## src/logic/dec_pkg.sv

```systemverilog
// constants and types of the drawing engine command/control block
package dec_pkg;
  localparam int ADDR_W = 8;
  localparam int DATA_W = 32;
  localparam int STRB_W = 4;
  localparam int REG_W = 16;
  localparam int PITCH_W = 12;
  // register indices; byte address is four times the index
  localparam logic [7:0] IDX_DEST_X = 8'h04;
  localparam logic [7:0] IDX_DIM_X = 8'h0A;
  localparam logic [7:0] IDX_MISC = 8'h0C;
  localparam logic [7:0] IDX_CMD = 8'h0E;
  localparam logic [7:0] IDX_SRC_PITCH = 8'h10;
  localparam logic [7:0] IDX_DST_PITCH = 8'h12;
  localparam logic [7:0] IDX_FORMAT = 8'h1E;
  localparam logic [1:0] IDX_SHIFT_PAD = 2'h0;
  // command, misc, format and pitch register fields
  localparam int B_ACTIVATE = 15;
  localparam int B_PATTERN = 14;
  localparam int B_DEST_X_WB = 13;
  localparam int B_AUTO_START = 12;
  localparam int B_DIRECTION = 11;
  localparam int B_MAJOR_AXIS = 10;
  localparam int B_STEP_MSB = 9;
  localparam int B_STEP_LSB = 8;
  localparam int B_VSTRETCH = 7;
  localparam int B_HOST_FMT = 6;
  localparam int B_FINAL_PIX = 5;
  localparam int B_CAPTURE = 4;
  localparam int B_CMD_MSB = 3;
  localparam int B_CMD_LSB = 0;
  localparam int B_REPEAT_ROT = 11;
  localparam int B_DEPTH_MSB = 5;
  localparam int B_DEPTH_LSB = 4;
  localparam int B_PITCH_MSB = 11;
  // step field codes
  localparam logic [1:0] STEP_FLIP_RT_LB = 2'h0;
  localparam logic [1:0] STEP_LEFT_QTR = 2'h1;
  localparam logic [1:0] STEP_RIGHT_QTR = 2'h2;
  localparam logic [1:0] STEP_FLIP_LT_RB = 2'h3;
  // command codes
  localparam logic [3:0] CODE_BLT = 4'h0;
  localparam logic [3:0] CODE_RECT_FILL = 4'h1;
  localparam logic [3:0] CODE_TRAP_FILL = 4'h3;
  localparam logic [3:0] CODE_RLE_STRIP = 4'h5;
  localparam logic [3:0] CODE_SHORT_STROKE = 4'h6;
  localparam logic [3:0] CODE_LINE = 4'h7;
  localparam logic [3:0] CODE_HOST_WR = 4'h8;
  localparam logic [3:0] CODE_HOST_RD = 4'h9;
  localparam logic [3:0] CODE_HOST_WR_LB = 4'hA;
  localparam logic [3:0] CODE_ROTATE = 4'hB;
  // color depth codes and bus response codes
  localparam logic [1:0] DEPTH_CODE_8 = 2'h0;
  localparam logic [1:0] DEPTH_CODE_16 = 2'h1;
  localparam logic [1:0] DEPTH_CODE_24 = 2'h3;
  localparam logic [1:0] RESP_OKAY = 2'h0;
  localparam logic [1:0] RESP_SLVERR = 2'h2;
  typedef enum logic [3:0] {
    DEC_CMD_BLT, DEC_CMD_RECT_FILL, DEC_CMD_TRAP_FILL, DEC_CMD_RLE_STRIP,
    DEC_CMD_SHORT_STROKE, DEC_CMD_LINE, DEC_CMD_HOST_WR, DEC_CMD_HOST_RD,
    DEC_CMD_HOST_WR_LB, DEC_CMD_ROTATE, DEC_CMD_RESERVED
  } dec_cmd_t;
  typedef enum logic [1:0] {
    DEC_DEPTH_8, DEC_DEPTH_16, DEC_DEPTH_24, DEC_DEPTH_RESERVED
  } dec_depth_t;
endpackage

```

## src/logic/dec_axil_slave.sv

```systemverilog
// axi4-lite slave front end: one write and one read in flight
module dec_axil_slave (
  // clock and reset
  input wire logic clk_sys_i,
  input wire logic sys_rst_i,
  // write address and data
  input wire logic awvalid_i,
  output logic awready_o,
  input wire logic [7:0] awaddr_i,
  input wire logic wvalid_i,
  output logic wready_o,
  input wire logic [31:0] wdata_i,
  input wire logic [3:0] wstrb_i,
  // write response
  output logic bvalid_o,
  input wire logic bready_i,
  output logic [1:0] bresp_o,
  // read address and data
  input wire logic arvalid_i,
  output logic arready_o,
  input wire logic [7:0] araddr_i,
  output logic rvalid_o,
  input wire logic rready_i,
  output logic [31:0] rdata_o,
  output logic [1:0] rresp_o,
  // register file side
  output logic wr_en_o,
  output logic [7:0] wr_addr_o,
  output logic [31:0] wr_data_o,
  output logic [3:0] wr_strb_o,
  input wire logic wr_ok_i,
  output logic [7:0] rd_addr_o,
  input wire logic [31:0] rd_data_i,
  input wire logic rd_ok_i
);
  typedef struct packed {
    logic aw_full;
    logic w_full;
    logic [7:0] awaddr;
    logic [31:0] wdata;
    logic [3:0] wstrb;
    logic awready;
    logic wready;
    logic bvalid;
    logic [1:0] bresp;
    logic ar_full;
    logic [7:0] araddr;
    logic arready;
    logic rvalid;
    logic [31:0] rdata;
    logic [1:0] rresp;
  } dec_axil_state_t;

  dec_axil_state_t st_reg;
  dec_axil_state_t st_next;

  always_comb begin
    st_next = st_reg;
    if (st_reg.awready && awvalid_i) begin
      st_next.aw_full = 1'b1;
      st_next.awaddr = awaddr_i;
    end
    if (st_reg.wready && wvalid_i) begin
      st_next.w_full = 1'b1;
      st_next.wdata = wdata_i;
      st_next.wstrb = wstrb_i;
    end
    if (st_reg.bvalid && bready_i) begin
      st_next.bvalid = 1'b0;
    end
    if (wr_en_o) begin
      st_next.aw_full = 1'b0;
      st_next.w_full = 1'b0;
      st_next.bvalid = 1'b1;
      st_next.bresp = wr_ok_i ? dec_pkg::RESP_OKAY : dec_pkg::RESP_SLVERR;
    end
    // ready drops while a response is pending, so one write at a time
    st_next.awready = !st_next.aw_full && !st_next.bvalid;
    st_next.wready = !st_next.w_full && !st_next.bvalid;
    if (st_reg.arready && arvalid_i) begin
      st_next.ar_full = 1'b1;
      st_next.araddr = araddr_i;
    end
    if (st_reg.rvalid && rready_i) begin
      st_next.rvalid = 1'b0;
    end
    if (st_reg.ar_full && !st_reg.rvalid) begin
      st_next.ar_full = 1'b0;
      st_next.rvalid = 1'b1;
      st_next.rdata = rd_data_i;
      st_next.rresp = rd_ok_i ? dec_pkg::RESP_OKAY : dec_pkg::RESP_SLVERR;
    end
    st_next.arready = !st_next.ar_full && !st_next.rvalid;
  end

  always_ff @(posedge clk_sys_i) begin
    if (sys_rst_i) begin
      st_reg <= '0;
    end else begin
      st_reg <= st_next;
    end
  end

  assign wr_en_o = st_reg.aw_full && st_reg.w_full && !st_reg.bvalid;
  assign wr_addr_o = st_reg.awaddr;
  assign wr_data_o = st_reg.wdata;
  assign wr_strb_o = st_reg.wstrb;
  assign rd_addr_o = st_reg.araddr;
  assign awready_o = st_reg.awready;
  assign wready_o = st_reg.wready;
  assign bvalid_o = st_reg.bvalid;
  assign bresp_o = st_reg.bresp;
  assign arready_o = st_reg.arready;
  assign rvalid_o = st_reg.rvalid;
  assign rdata_o = st_reg.rdata;
  assign rresp_o = st_reg.rresp;
endmodule

```

## src/logic/dec_field_decode.sv

```systemverilog
// decoders for the command code and the color depth field
module dec_field_decode (
  // fields
  input wire logic [3:0] code_i,
  input wire logic [1:0] depth_code_i,
  // decoded
  output dec_pkg::dec_cmd_t kind_o,
  output dec_pkg::dec_depth_t depth_o
);
  always_comb begin
    case (code_i)
      dec_pkg::CODE_BLT: kind_o = dec_pkg::DEC_CMD_BLT;
      dec_pkg::CODE_RECT_FILL: kind_o = dec_pkg::DEC_CMD_RECT_FILL;
      dec_pkg::CODE_TRAP_FILL: kind_o = dec_pkg::DEC_CMD_TRAP_FILL;
      dec_pkg::CODE_RLE_STRIP: kind_o = dec_pkg::DEC_CMD_RLE_STRIP;
      dec_pkg::CODE_SHORT_STROKE: kind_o = dec_pkg::DEC_CMD_SHORT_STROKE;
      dec_pkg::CODE_LINE: kind_o = dec_pkg::DEC_CMD_LINE;
      dec_pkg::CODE_HOST_WR: kind_o = dec_pkg::DEC_CMD_HOST_WR;
      dec_pkg::CODE_HOST_RD: kind_o = dec_pkg::DEC_CMD_HOST_RD;
      dec_pkg::CODE_HOST_WR_LB: kind_o = dec_pkg::DEC_CMD_HOST_WR_LB;
      dec_pkg::CODE_ROTATE: kind_o = dec_pkg::DEC_CMD_ROTATE;
      default: kind_o = dec_pkg::DEC_CMD_RESERVED;
    endcase
  end

  always_comb begin
    case (depth_code_i)
      dec_pkg::DEPTH_CODE_8: depth_o = dec_pkg::DEC_DEPTH_8;
      dec_pkg::DEPTH_CODE_16: depth_o = dec_pkg::DEC_DEPTH_16;
      dec_pkg::DEPTH_CODE_24: depth_o = dec_pkg::DEC_DEPTH_24;
      default: depth_o = dec_pkg::DEC_DEPTH_RESERVED;
    endcase
  end
endmodule

```

## src/logic/dec_top.sv

```systemverilog
// drawing engine command/control register bank with axi4-lite access
//
// Function
// - activate and auto-start bits reset to zero
// - completion writes back destination X when enabled
// - auto-start activates engine on dimension X write
// - direction bit: stroke horizontal or blit leftward
// - major axis bit selects X or Y
// - step field decodes rotations and axis flips
// - stretch bit enables vertical-only stretching
// - host source format: color or monochrome
// - last-pixel bit draws or omits final pixel
// - capture bit enables host read capture
// - command codes 0, 1, 3, 5, 6, 7 decode to drawing functions, 2 and 4 to reserved
// - command codes 8 to B decode to host/rotation transfers, C to F to reserved
// - source pitch twelve bits, reserved bits above
// - destination pitch twelve bits, reserved bits above
// - repeat rotation counts only for rotation command
// - format field selects 8, 16, 24-bit color
module dec_top (
  // clock and reset
  input wire logic clk_sys_i,
  input wire logic sys_rst_i,
  // axi4-lite write channels
  input wire logic s_axi_awvalid_i,
  output logic s_axi_awready_o,
  input wire logic [7:0] s_axi_awaddr_i,
  input wire logic s_axi_wvalid_i,
  output logic s_axi_wready_o,
  input wire logic [31:0] s_axi_wdata_i,
  input wire logic [3:0] s_axi_wstrb_i,
  output logic s_axi_bvalid_o,
  input wire logic s_axi_bready_i,
  output logic [1:0] s_axi_bresp_o,
  // axi4-lite read channels
  input wire logic s_axi_arvalid_i,
  output logic s_axi_arready_o,
  input wire logic [7:0] s_axi_araddr_i,
  output logic s_axi_rvalid_o,
  input wire logic s_axi_rready_i,
  output logic [31:0] s_axi_rdata_o,
  output logic [1:0] s_axi_rresp_o,
  // pixel datapath status
  input wire logic engine_done_i,
  input wire logic [11:0] dest_x_adv_i,
  // engine control
  output logic engine_activate_o,
  output logic engine_start_o,
  output dec_pkg::dec_cmd_t cmd_kind_o,
  output logic cmd_reserved_o,
  // drawing options
  output logic pattern_kind_select_o,
  output logic dest_x_writeback_enable_o,
  output logic stroke_or_transfer_direction_o,
  output logic line_major_axis_o,
  output logic rotate_left_quarter_o,
  output logic rotate_right_quarter_o,
  output logic flip_rt_lb_o,
  output logic flip_lt_rb_o,
  output logic vertical_stretch_enable_o,
  output logic host_source_format_o,
  output logic final_pixel_draw_o,
  output logic host_read_capture_enable_o,
  output logic repeat_rotation_o,
  // geometry
  output logic [11:0] source_row_pitch_o,
  output logic [11:0] destination_row_pitch_o,
  output logic [11:0] dest_x_o,
  output logic [11:0] dim_x_o,
  output dec_pkg::dec_depth_t color_depth_o
);
  typedef struct packed {
    logic [15:0] cmd;
    logic [15:0] misc;
    logic [15:0] format;
    logic [11:0] src_pitch;
    logic [11:0] dst_pitch;
    logic [11:0] dest_x;
    logic [11:0] dim_x;
    logic start;
    dec_pkg::dec_cmd_t kind;
    logic rsvd;
    logic rot_left;
    logic rot_right;
    logic flip_rt_lb;
    logic flip_lt_rb;
    logic repeat_rot;
    dec_pkg::dec_depth_t depth;
  } dec_state_t;

  dec_state_t st_reg;
  dec_state_t st_next;

  logic wr_en;
  logic [7:0] wr_addr;
  logic [31:0] wr_data;
  logic [3:0] wr_strb;
  logic wr_ok;
  logic [7:0] rd_addr;
  logic [31:0] rd_data;
  logic rd_ok;
  logic [7:0] wr_idx;
  logic [7:0] rd_idx;
  dec_pkg::dec_cmd_t kind_dec;
  dec_pkg::dec_depth_t depth_dec;

  dec_axil_slave u_axil (
    .clk_sys_i(clk_sys_i),
    .sys_rst_i(sys_rst_i),
    .awvalid_i(s_axi_awvalid_i),
    .awready_o(s_axi_awready_o),
    .awaddr_i(s_axi_awaddr_i),
    .wvalid_i(s_axi_wvalid_i),
    .wready_o(s_axi_wready_o),
    .wdata_i(s_axi_wdata_i),
    .wstrb_i(s_axi_wstrb_i),
    .bvalid_o(s_axi_bvalid_o),
    .bready_i(s_axi_bready_i),
    .bresp_o(s_axi_bresp_o),
    .arvalid_i(s_axi_arvalid_i),
    .arready_o(s_axi_arready_o),
    .araddr_i(s_axi_araddr_i),
    .rvalid_o(s_axi_rvalid_o),
    .rready_i(s_axi_rready_i),
    .rdata_o(s_axi_rdata_o),
    .rresp_o(s_axi_rresp_o),
    .wr_en_o(wr_en),
    .wr_addr_o(wr_addr),
    .wr_data_o(wr_data),
    .wr_strb_o(wr_strb),
    .wr_ok_i(wr_ok),
    .rd_addr_o(rd_addr),
    .rd_data_i(rd_data),
    .rd_ok_i(rd_ok)
  );

  // decoded from the stored fields; results land one cycle later
  dec_field_decode u_decode (
    .code_i(st_reg.cmd[dec_pkg::B_CMD_MSB:dec_pkg::B_CMD_LSB]),
    .depth_code_i(
      st_reg.format[dec_pkg::B_DEPTH_MSB:dec_pkg::B_DEPTH_LSB]),
    .kind_o(kind_dec),
    .depth_o(depth_dec)
  );

  // byte-lane merge of a 16-bit register
  function automatic logic [15:0] merge16(input logic [15:0] old_v,
                                          input logic [31:0] data,
                                          input logic [3:0] strb);
    logic [15:0] res;
    res = old_v;
    for (int b = 0; b < 2; b++) begin
      if (strb[b]) begin
        res[b*8 +: 8] = data[b*8 +: 8];
      end
    end
    return res;
  endfunction

  assign wr_idx = {dec_pkg::IDX_SHIFT_PAD, wr_addr[7:2]};
  assign rd_idx = {dec_pkg::IDX_SHIFT_PAD, rd_addr[7:2]};

  always_comb begin
    if (wr_idx == dec_pkg::IDX_DEST_X) begin
      wr_ok = 1'b1;
    end else if (wr_idx == dec_pkg::IDX_DIM_X) begin
      wr_ok = 1'b1;
    end else if (wr_idx == dec_pkg::IDX_MISC) begin
      wr_ok = 1'b1;
    end else if (wr_idx == dec_pkg::IDX_CMD) begin
      wr_ok = 1'b1;
    end else if (wr_idx == dec_pkg::IDX_SRC_PITCH) begin
      wr_ok = 1'b1;
    end else if (wr_idx == dec_pkg::IDX_DST_PITCH) begin
      wr_ok = 1'b1;
    end else if (wr_idx == dec_pkg::IDX_FORMAT) begin
      wr_ok = 1'b1;
    end else begin
      wr_ok = 1'b0;
    end
  end

  // reserved pitch bits are zero-filled on read
  always_comb begin
    rd_data = '0;
    rd_ok = 1'b1;
    if (rd_idx == dec_pkg::IDX_DEST_X) begin
      rd_data[dec_pkg::PITCH_W-1:0] = st_reg.dest_x;
    end else if (rd_idx == dec_pkg::IDX_DIM_X) begin
      rd_data[dec_pkg::PITCH_W-1:0] = st_reg.dim_x;
    end else if (rd_idx == dec_pkg::IDX_MISC) begin
      rd_data[dec_pkg::REG_W-1:0] = st_reg.misc;
    end else if (rd_idx == dec_pkg::IDX_CMD) begin
      rd_data[dec_pkg::REG_W-1:0] = st_reg.cmd;
    end else if (rd_idx == dec_pkg::IDX_SRC_PITCH) begin
      rd_data[dec_pkg::PITCH_W-1:0] = st_reg.src_pitch;
    end else if (rd_idx == dec_pkg::IDX_DST_PITCH) begin
      rd_data[dec_pkg::PITCH_W-1:0] = st_reg.dst_pitch;
    end else if (rd_idx == dec_pkg::IDX_FORMAT) begin
      rd_data[dec_pkg::REG_W-1:0] = st_reg.format;
    end else begin
      rd_ok = 1'b0;
    end
  end

  always_comb begin
    logic [15:0] tmp;
    logic set_act;
    tmp = '0;
    set_act = 1'b0;
    st_next = st_reg;
    st_next.start = 1'b0;
    if (wr_en && wr_idx == dec_pkg::IDX_CMD) begin
      st_next.cmd = merge16(st_reg.cmd, wr_data, wr_strb);
      set_act = wr_strb[1] && wr_data[dec_pkg::B_ACTIVATE];
    end
    if (wr_en && wr_idx == dec_pkg::IDX_MISC) begin
      st_next.misc = merge16(st_reg.misc, wr_data, wr_strb);
    end
    if (wr_en && wr_idx == dec_pkg::IDX_FORMAT) begin
      st_next.format = merge16(st_reg.format, wr_data, wr_strb);
    end
    // upper nibble of the pitches is dropped on write
    if (wr_en && wr_idx == dec_pkg::IDX_SRC_PITCH) begin
      tmp = merge16({4'h0, st_reg.src_pitch}, wr_data, wr_strb);
      st_next.src_pitch = tmp[dec_pkg::B_PITCH_MSB:0];
    end
    if (wr_en && wr_idx == dec_pkg::IDX_DST_PITCH) begin
      tmp = merge16({4'h0, st_reg.dst_pitch}, wr_data, wr_strb);
      st_next.dst_pitch = tmp[dec_pkg::B_PITCH_MSB:0];
    end
    if (wr_en && wr_idx == dec_pkg::IDX_DEST_X) begin
      tmp = merge16({4'h0, st_reg.dest_x}, wr_data, wr_strb);
      st_next.dest_x = tmp[dec_pkg::B_PITCH_MSB:0];
    end
    if (wr_en && wr_idx == dec_pkg::IDX_DIM_X) begin
      tmp = merge16({4'h0, st_reg.dim_x}, wr_data, wr_strb);
      st_next.dim_x = tmp[dec_pkg::B_PITCH_MSB:0];
      // software need not touch the activate bit here
      if (st_reg.cmd[dec_pkg::B_AUTO_START]) begin
        set_act = 1'b1;
      end
    end
    // completion: written-back dest_x overrides a same-cycle software write
    if (engine_done_i && st_reg.cmd[dec_pkg::B_ACTIVATE]) begin
      st_next.cmd[dec_pkg::B_ACTIVATE] = 1'b0;
      if (st_reg.cmd[dec_pkg::B_DEST_X_WB]) begin
        st_next.dest_x = dest_x_adv_i;
      end
    end
    // a start request beats a same-cycle completion
    if (set_act) begin
      st_next.cmd[dec_pkg::B_ACTIVATE] = 1'b1;
      st_next.start = 1'b1;
    end
    st_next.kind = kind_dec;
    st_next.rsvd = (kind_dec == dec_pkg::DEC_CMD_RESERVED);
    st_next.depth = depth_dec;
    // the repeat flag is meaningless outside rotation transfers
    st_next.repeat_rot = st_reg.misc[dec_pkg::B_REPEAT_ROT]
      && (kind_dec == dec_pkg::DEC_CMD_ROTATE);
    st_next.rot_left = 1'b0;
    st_next.rot_right = 1'b0;
    st_next.flip_rt_lb = 1'b0;
    st_next.flip_lt_rb = 1'b0;
    case (st_reg.cmd[dec_pkg::B_STEP_MSB:dec_pkg::B_STEP_LSB])
      dec_pkg::STEP_LEFT_QTR: st_next.rot_left = 1'b1;
      dec_pkg::STEP_RIGHT_QTR: st_next.rot_right = 1'b1;
      dec_pkg::STEP_FLIP_RT_LB: st_next.flip_rt_lb = 1'b1;
      default: st_next.flip_lt_rb = 1'b1;
    endcase
  end

  // every field cleared at reset, which covers the two required bits
  always_ff @(posedge clk_sys_i) begin
    if (sys_rst_i) begin
      st_reg <= '0;
    end else begin
      st_reg <= st_next;
    end
  end

  assign engine_activate_o = st_reg.cmd[dec_pkg::B_ACTIVATE];
  assign engine_start_o = st_reg.start;
  assign cmd_kind_o = st_reg.kind;
  assign cmd_reserved_o = st_reg.rsvd;
  assign pattern_kind_select_o = st_reg.cmd[dec_pkg::B_PATTERN];
  assign dest_x_writeback_enable_o = st_reg.cmd[dec_pkg::B_DEST_X_WB];
  assign stroke_or_transfer_direction_o =
    st_reg.cmd[dec_pkg::B_DIRECTION];
  assign line_major_axis_o = st_reg.cmd[dec_pkg::B_MAJOR_AXIS];
  assign rotate_left_quarter_o = st_reg.rot_left;
  assign rotate_right_quarter_o = st_reg.rot_right;
  assign flip_rt_lb_o = st_reg.flip_rt_lb;
  assign flip_lt_rb_o = st_reg.flip_lt_rb;
  assign vertical_stretch_enable_o =
    st_reg.cmd[dec_pkg::B_VSTRETCH];
  assign host_source_format_o = st_reg.cmd[dec_pkg::B_HOST_FMT];
  assign final_pixel_draw_o = st_reg.cmd[dec_pkg::B_FINAL_PIX];
  assign host_read_capture_enable_o =
    st_reg.cmd[dec_pkg::B_CAPTURE];
  assign repeat_rotation_o = st_reg.repeat_rot;
  assign source_row_pitch_o = st_reg.src_pitch;
  assign destination_row_pitch_o = st_reg.dst_pitch;
  assign dest_x_o = st_reg.dest_x;
  assign dim_x_o = st_reg.dim_x;
  assign color_depth_o = st_reg.depth;
endmodule

```

## config.mk

```make
export PLATFORM = sky130hd
export DESIGN_NAME = dec_top
export DESIGN_NICKNAME = d
export VERILOG_FILES = /design/src/logic/dec_pkg.sv /design/src/logic/dec_axil_slave.sv /design/src/logic/dec_field_decode.sv /design/src/logic/dec_top.sv
export SDC_FILE = /design/constraint.sdc
export NUM_CORES = 1
export LEC_CHECK = 0
export CELL_PAD_IN_SITES_DETAIL_PLACEMENT = 1
export CELL_PAD_IN_SITES_GLOBAL_PLACEMENT = 1
export CORE_MARGIN = 2
export CORE_UTILIZATION = 50
export CTS_BUF_LIST = sky130_fd_sc_hd__clkbuf_8
export DETAILED_ROUTE_END_ITERATION = 8
export DONT_BUFFER_PORTS = 1
export PLACE_DENSITY = 0.8
export SLEW_MARGIN = 25
export SYNTH_ARGS = -nofsm -noshare
export SYNTH_HDL_FRONTEND = slang
export SYNTH_HIERARCHICAL = 1
export SYNTH_SLANG_ARGS = --single-unit
export TNS_END_PERCENT = 50
```

## constraint.sdc

```tcl
create_clock -name clk_sys_i -period 3 [get_ports clk_sys_i]
set_clock_uncertainty 0.1 [all_clocks]
set_input_delay 0 -clock clk_sys_i [delete_from_list [all_inputs] [get_ports clk_sys_i]]
set_output_delay 0 -clock clk_sys_i [all_outputs]
set_load 0.01 [all_outputs]
```

# --- Word-level counts from Yosys, hierarchy flattened ---
# Memories as Yosys holds them, arrays and structs flattened. A register that Yosys moved wholly into a read port is not among the register bits.
# Cells that the tools add are included.
word_totals:
  ff_bits: 171
  latch_bits: 0
  mem_bits_rw: 0
  mem_bits_ro: 64
  input_bits: 72
  out_inout_bits: 111
  word_cells: 162
  memories: 1
op_classes:
  n_addsub: 0
  n_mul: 0
  div: 0
  order_cmp: 0
  n_eq_ne: 20
  shifts: 0
  n_mux: 57
  bitwise_logic: 0
  reduce_logical: 46
mem_list:
  columns: ["name", "words", "word_bits", "rd", "rd_ports_with_merged_regs", "write_ports", "line", "source"]
  rows:
  - ["(name not given)", 16, 4, 1, 1, 0, "dec_field_decode.sv:11", "case (code_i)"]
op_table:
  columns: ["cell", "n"]
  rows:
  - ["two-way mux 12 bit", 7]
  - ["two-way mux 16 bit", 4]
  - ["equality test 6 x 4 -> 1 bit (second input constant)", 6]
  - ["equality test 6 x 5 -> 1 bit (second input constant)", 6]
  - ["two-way mux 35 bit", 1]
  - ["two-way mux 1 bit", 29]
  - ["two-way mux 4 bit", 7]
  - ["AND reduction 2 bit", 13]
  - ["two-way mux 8 bit", 3]
  - ["logical AND 1 bit", 21]
  - ["equality test 6 x 3 -> 1 bit (second input constant)", 2]
  - ["two-way mux 9 bit", 1]
  - ["equality test 4 bit (second input constant)", 2]
  - ["logical NOT 1 bit", 7]
  - ["two-way mux 2 bit", 3]
  - ["one-hot mux 2 bit (3 select lines)", 1]
  - ["nonzero test 3 bit", 2]
  - ["equality test 2 x 1 -> 1 bit (second input constant)", 2]
  - ["equality test 2 bit (second input constant)", 2]
  - ["logical NOT 2 bit", 2]
  - ["two-way mux 3 bit", 1]
  - ["OR reduction 3 bit", 1]

# --- Depth between registers and ports, before layout ---
# Gate-level depths: netlist of run 1.
logic_depth:
  word_depth: 12
  depth_mapped: 10
  ltp_nobuf: 7

# --- By module ---
# The synthesis of run 1 kept the hierarchy.
modules_own_cells:
  columns: ["mod", "instances", "cells_each", "area_each_um2", "seq_area_each_um2"]
  rows:
  - ["dec_top", 1, 590, 5402.7, 2182.1]
  - ["dec_axil_slave", 1, 491, 3980.1, 1881.8]
  - ["dec_field_decode", 1, 19, 166.4, 0.0]

# --- Worst setup path before layout of run 1 ---
# OpenSTA, ideal clock, no wires.
synth_path:
  path_type: "register -> register"
  start: "reg u_axil.st_reg, in the netlist u_axil/rd_addr_o[7]"
  end: "reg u_axil.st_reg, in the netlist u_axil/rdata_o[8]"
  setup_ps: 70
  arrival_time_ps: 1961
  required_ps: 2830
  slack_ps: 868
  stages_incl_launch_ff: 9
  cell_sequence: "dfxtp_1 -> buf_4 -> buf_2 -> or4b_2 -> nor2_1 -> a22oi_1 -> a31oi_1 -> nand2_1 -> a21oi_1"
synth_between:
  elab_chain_len: 8
  elab_cells_between_ends: 14
  cone_classes: "eq/ne: 7; mux: 7"
synth_lines:
  columns: ["item", "line", "source"]
  rows:
  - ["start, declared", "dec_axil_slave.sv:54", "dec_axil_state_t st_reg;"]
  - ["start signal, assigned", "dec_axil_slave.sv:100", "st_reg <= st_next;"]
  - ["equality test 6 x 5 -> 1 bit", "dec_top.sv:199", "end else if (rd_idx == dec_pkg::IDX_FORMAT) begin"]
  - ["two-way mux 16 bit", "dec_top.sv:199", null]
  - ["two-way mux 12 bit", "dec_top.sv:197", "end else if (rd_idx == dec_pkg::IDX_DST_PITCH) begin"]
  - ["two-way mux 12 bit", "dec_top.sv:195", "end else if (rd_idx == dec_pkg::IDX_SRC_PITCH) begin"]
  - ["two-way mux 16 bit", "dec_top.sv:193", "end else if (rd_idx == dec_pkg::IDX_CMD) begin"]
  - ["two-way mux 16 bit", "dec_top.sv:191", "end else if (rd_idx == dec_pkg::IDX_MISC) begin"]
  - ["two-way mux 12 bit", "dec_top.sv:189", "end else if (rd_idx == dec_pkg::IDX_DIM_X) begin"]
  - ["two-way mux 12 bit (*)", "dec_top.sv:187", "if (rd_idx == dec_pkg::IDX_DEST_X) begin"]
  - ["net rd_data[8]", "dec_top.sv:100", "logic [31:0] rd_data;"]
# Mark *: on every way through the listed nets, which the timed path passes. The rest lies on a longest branch.
# A chain may end at the register's enable or synchronous reset.

# --- Final worst setup path of run 1 ---
layout_path:
  start: "reg u_axil.st_reg, in the netlist u_axil/rd_addr_o[3]"
  end: "reg u_axil.st_reg, in the netlist u_axil/rdata_o[6]"
# The elaborated chain is that of the path after synthesis.

==> flow_metrics.tcl, run 1 <==
set metrics [dict create \
    rows 48 \
    grt_max_degree 167 \
    hold_depth 2 \
    clock_latency_ps 480 \
    setup.worst_path.class "reg -> reg" \
    finalHoldViolCount 0 \
    drt_iter0_drc 391 \
    cts_root_buf "clkbuf_8" \
    vias 6403 \
    clk_pin_slew_ps 100 \
    drc 0 \
    place.gp.congestion 0.848 \
    seqPwrFrac_pct 55.1 \
    coreArea_um2 17100 \
    worstRegToRegCells 6 \
    worstSetupStartpointType "flop" \
    rr_endpoint "u_axil/rdata_o[6]$_SDFFE_PP0P_" \
    drv_cap 0 \
    required_ps 3230 \
    dr.pass1.iters 4 \
    finalWorstSetupSlack_ps 441 \
    path_cells "nor2b_1, and3_1, a2111oi_0, o21ai_0, nand2_1, a21oi_1" \
    dp_slack_ps 547 \
    cts_buffers 17 \
    swShare_pct 25.6 \
    rsz0062_at_grt "no" \
    fp.dieW_um 136 \
    clock_path_buffers 2 \
    cts.repair.resized 0 \
    max_freq_mhz 391 \
    synth_area_um2 8660 \
    whs_endpoint "u_axil/rdata_o[24]$_SDFFE_PP0P_" \
    period_share_pct 85.3 \
    status "finished, final reports clean" \
    grt_overflow_total 0 \
    clkPwrFrac_pct 38.8 \
    tns_ps 0 \
    start_util_pct 50.6 \
    largest_reg_flops 39 \
    syn_area_per_cell_um2 8.76 \
    worst_pin_slew_ps 1000 \
    power_leakage_nw 3.19 \
    slew_violations 0 \
    peakVddDrop_mv 0.311 \
    die_area_um2 18400 \
    grt_pass1_wl_mm 35.9 \
    r2r-start "u_axil/rd_addr_o[3]$_SDFFE_PP0P_" \
    cts_tree "built" \
    layout_commonest_cell "dfxtp_1" \
    drive_above_1_share_pct 7.77 \
    antenna_found_initial 1 \
    crit_family "compound AO/OA/AOI/OAI gates" \
    power.switching_mw 1.17 \
    wl_per_cell_um 20.3 \
    final_cell_mix "181 x dfxtp_1, 156 x nand2_1, 108 x nor2_1" \
    ios 183 \
    arrival_ps 2790 \
    min_from "sys_rst_i" \
    post_cts_buffers 0 \
    min_period_ps 2560 \
    grt_pass1_vias 6325 \
    diodes 0 \
    cts_htree_levels 4 \
    hold_path.class "in -> reg" \
    p_int_mw 3.38 \
    hpwl_mm 16.0 \
    routed_wl_mm 23.4 \
    drtAntennaViolNets 0 \
    die_y_um 136 \
    maxSlewHeadroom_pct 33.0 \
    cts_hold_buffers 54 \
    path_max_fanout 15 \
    n_fill_cell 2008 \
    syn_inst 989 \
    cp-end-kind "flop" \
    rrSetupSlack_ps 440 \
    grt_usage_pct 25.5 \
    routed_via_density 5.56 \
    yosys_warnings 6 \
    portBuffers 0 \
    power.density_nw_per_um2 515 \
    cts.sinks 181 \
    comb_power_share_pct 6.1 \
    max_stage_delay_ps 850 \
    setup_viol 0 \
    nNetsFinal 992 \
    worst-path-buf-inv 0 \
    slowest_stage "a2111oi_0" \
    areaGrowthSynthToFinish_pct 1.91 \
]
## how the worst max path moves through the flow
stage	startpoint	cells past startpoint	to
after floorplan	u_axil/rd_addr_o[7]$_SDFFE_PP0P_	8	u_axil/rdata_o[8]$_SDFFE_PP0P_
after global placement	u_axil/rd_addr_o[2]$_SDFFE_PP0P_	6	u_axil/rdata_o[6]$_SDFFE_PP0P_
after detailed placement	u_axil/bvalid_o$_SDFF_PP0_	6	st_reg[102]$_SDFFE_PP0P_
after CTS	u_axil/rd_addr_o[2]$_SDFFE_PP0P_	6	u_axil/rdata_o[6]$_SDFFE_PP0P_
after global routing	u_axil/rd_addr_o[6]$_SDFFE_PP0P_	6	u_axil/rdata_o[3]$_SDFFE_PP0P_
final	u_axil/rd_addr_o[3]$_SDFFE_PP0P_	6	u_axil/rdata_o[6]$_SDFFE_PP0P_
## area by class of cell
class                   instances  area, µm²  area share, %
repair buffers                 68        663           7.51
clock inverters                15        178           2.01
clock buffers                  17        234           2.65
flip-flops and latches        181       3620           41.0
multi-input cells             637       3810           43.2
inverters                       9       33.8          0.383
well taps                     225        282           3.19
## power groups by stage
stage	sequential, mW	clock (mW)	combinational [mW]
after detailed placement	2.56	0	0.181
after global placement	2.56	0	0.175
final	2.50	1.76	0.278
after global routing	2.51	1.90	0.307
after CTS	2.50	1.79	0.277
after floorplan	2.51	0	0.256
## layer usage
metal,track usage [%],wire length (µm),up-vias
met4,6.71,318,0
met2,40.9,11000,173
met3,6.36,1470,23
li1,-,-,3044
met5,0,0,-
met1,34.4,10600,3163
## metrics by stage
step	utilization, %	total power, mW	hold slack, ps	instance area [µm²]	std cells
floorplan	-	2.77	8.62	8720	1005
global placement	45.9	2.73	-17.8	7860	1066
detailed placement	45.9	2.74	-17.4	7860	1066
CTS	51.6	4.57	1.86	8830	1152
global route	51.6	4.72	10.2	8830	1152
finish	51.6	4.55	17.1	8830	1152
Note: power is estimated with default switching activity, not from simulation.
==> run 2, diff against run 1 <==
- CORE_MARGIN: 2 -> 3
- CORE_UTILIZATION: 50 -> 49
- PLACE_DENSITY: 0.8 -> 0.79
- SYNTH_HIERARCHICAL: 1 -> unset
==> run 2 against run 1 <==
Effect of this change: cell area decreased by 2.3%; non-clock buffer count up 13; flip-flop and latch count is 12 lower; register-to-register slack lost 40 ps; utilization is 2.5 points higher; combinational power grew 4%; area after synthesis shrank 7.6%; worst setup slack worse by 37 ps; routed wire length rose by 2.7%; critical path depth is 1 lower; critical endpoint is now u_axil.rdata_o[1]$_SDFFE_PP0P_.
==> flow_metrics.tcl, run 2 <==
set metrics [dict create \
    status "finished, final reports clean" \
    final_cell_mix "169 x dfxtp_1, 100 x nor2_1, 81 x nand2_1" \
    cts_buffers 17 \
    synth_most_common_cell "dfxtp_1" \
    hold_depth 2 \
    layout_commonest_cell "dfxtp_1" \
    slowest_stage "and3b_1" \
    power.switching_mw 1.11 \
    cp-end-kind "flop" \
    seqPwrFrac_pct 53.1 \
    yosys-top-cells-count "169 x dfxtp_1, 100 x nor2_1, 91 x buf_4" \
    largest_reg_flops 39 \
    start_util_pct 50.2 \
    max_freq_mhz 385 \
    grt_max_degree 162 \
    path_cells "buf_4, nor4_1, and3b_1, a221oi_1, a211oi_1" \
    power.density_nw_per_um2 513 \
    swShare_pct 25.0 \
    placedInstanceArea_um2 7440 \
    whs_endpoint "cmd_kind_o[1]$_SDFF_PP0_" \
    synth_edf_count 0 \
    ys_ff_latch 169 \
    drive_above_1_share_pct 7.70 \
    antenna_found_initial 0 \
    synth_area_leader_cell "dfxtp_1" \
    die_area_um2 17900 \
    worst-path-buf-inv 1 \
    coreArea_um2 15900 \
    drtAntennaViolNets 0 \
    portBuffers 0 \
    grt_overflow_total 0 \
    drc 0 \
    place.gp.congestion 0.838 \
    required_ps 3240 \
    min_period_ps 2600 \
    synthFlopType "dfxtp_1" \
    cts_root_buf "clkbuf_8" \
    peakVddDrop_mv 0.258 \
    crit_family "simple AND/OR/NAND/NOR gates" \
    syn_inst 906 \
    maxSlewHeadroom_pct 48.2 \
    r2r-start "u_axil.rd_addr_o[3]$_SDFFE_PP0P_" \
    yosys_warnings 0 \
    drt_iter0_drc 478 \
    drv_cap 0 \
    p_int_mw 3.32 \
    areaGrowthSynthToFinish_pct 7.77 \
    grt_usage_pct 26.8 \
    fin_area_um2 8620 \
    clkPwrFrac_pct 40.4 \
    tns_ps 0 \
    dr.pass1.iters 5 \
    hpwl_mm 15.8 \
    setup.worst_path.class "reg -> reg" \
    arrival_ps 2840 \
    synth_area_um2 8000 \
    worstSetupStartpointType "flop" \
    cts_htree_levels 4 \
    path_max_fanout 19 \
    ys_seq_area_share_pct 42.3 \
    comb_power_share_pct 6.5 \
    rr_endpoint "u_axil.rdata_o[1]$_SDFFE_PP0P_" \
    cts.sinks 169 \
    worstRegToRegCells 5 \
    clock_path_buffers 2 \
    diodes 0 \
    finalHoldViolCount 0 \
    hold_path.class "in -> reg" \
    slew_violations 0 \
    synth_top_area_share_pct 42.3 \
    die_y_um 134 \
    wl_per_cell_um 21.9 \
    fp.dieW_um 134 \
    period_share_pct 86.5 \
    post_cts_buffers 0 \
    async_flop_share_pct 0 \
    grt_pass1_vias 6702 \
    vias 6390 \
    routed_via_density 5.81 \
    syn_area_per_cell_um2 8.83 \
    synth_cell_type_count 60 \
    rows 46 \
    clk_pin_slew_ps 90 \
    setup_viol 0 \
    rsz0062_at_grt "no" \
    clock_latency_ps 470 \
    cts_tree "built" \
    worst_pin_slew_ps 777 \
    synth.top_cells.by_area "dfxtp_1 42%, mux2i_1 10%, buf_4 8.5%" \
    routed_wl_mm 24.0 \
    rrSetupSlack_ps 400 \
    ios 183 \
    grt_pass1_wl_mm 37.6 \
    nNetsFinal 945 \
    min_from "sys_rst_i" \
    power_leakage_nw 3.36 \
    max_stage_delay_ps 680 \
]
## run 2: repair_timing
item	4_1_cts	5_1_grt
hold buffers	73	0
resized for setup	0	0
hold endpoints to repair	169	0
## run 2: worst max-delay path by stage
stage                                      from  depth (start not counted)                               to
2_1_floorplan  u_axil.wr_addr_o[5]$_SDFFE_PP0P_                          8       u_decode.kind_o[1]$_DFF_P_
3_3_place_gp   u_axil.rd_addr_o[6]$_SDFFE_PP0P_                          5  u_axil.rdata_o[15]$_SDFFE_PP0P_
3_5_place_dp   u_axil.rd_addr_o[6]$_SDFFE_PP0P_                          5  u_axil.rdata_o[15]$_SDFFE_PP0P_
4_1_cts        u_axil.rd_addr_o[6]$_SDFFE_PP0P_                          5  u_axil.rdata_o[15]$_SDFFE_PP0P_
5_1_grt        u_axil.rd_addr_o[3]$_SDFFE_PP0P_                          5   u_axil.rdata_o[1]$_SDFFE_PP0P_
6_report       u_axil.rd_addr_o[3]$_SDFFE_PP0P_                          5   u_axil.rdata_o[1]$_SDFFE_PP0P_
## run 2: power groups by stage
stage	combinational, mW	clock (mW)	sequential (mW)
after detailed placement	0.173	0	2.40
after global placement	0.167	0	2.40
final	0.289	1.79	2.35
after floorplan	0.219	0	2.35
after CTS	0.282	1.82	2.35
after global routing	0.317	1.91	2.36
## run 2: through the flow
step	setup slack, ps	cells	power [mW]	util (%)	hold slack [ps]
after floorplan	936	923	2.57	-	-16.6
after global placement	662	994	2.56	46.7	-17.1
after detailed placement	514	994	2.57	46.7	-13.1
after CTS	471	1099	4.45	54.1	0.134
after global routing	233	1099	4.59	54.1	16.6
final	404	1099	4.43	54.1	31.8
## run 2: final cells by class
class,count,area (µm²)
fillers,1825,7320
multi-input cells,584,3670
flip-flops and latches,169,3380
repair buffers,81,808
well taps,216,270
clock buffers,18,248
clock inverters,14,183
inverters,17,63.8
## run 2: kinds of logic after synthesis
family | count (synthesis) | synth area share (%)
adder cells (fa/ha/maj) | 3 | 0.469
multiplexers | 81 | 10.1
flip-flops | 169 | 42.3
other | 1 | 0.0469
AO/OA/AOI/OAI | 151 | 13.0
buffers and inverters | 170 | 12.7
XOR/XNOR | 2 | 0.219
AND/OR/NAND/NOR | 329 | 21.2
## run 2: metal layers
metal	track usage [%]	vias to the layer above	wire length, µm
met2	45.3	208	11600
met3	6.71	31	1650
met4	9.09	0	481
met5	0	-	0
met1	33.5	3200	10300
li1	-	2951	-
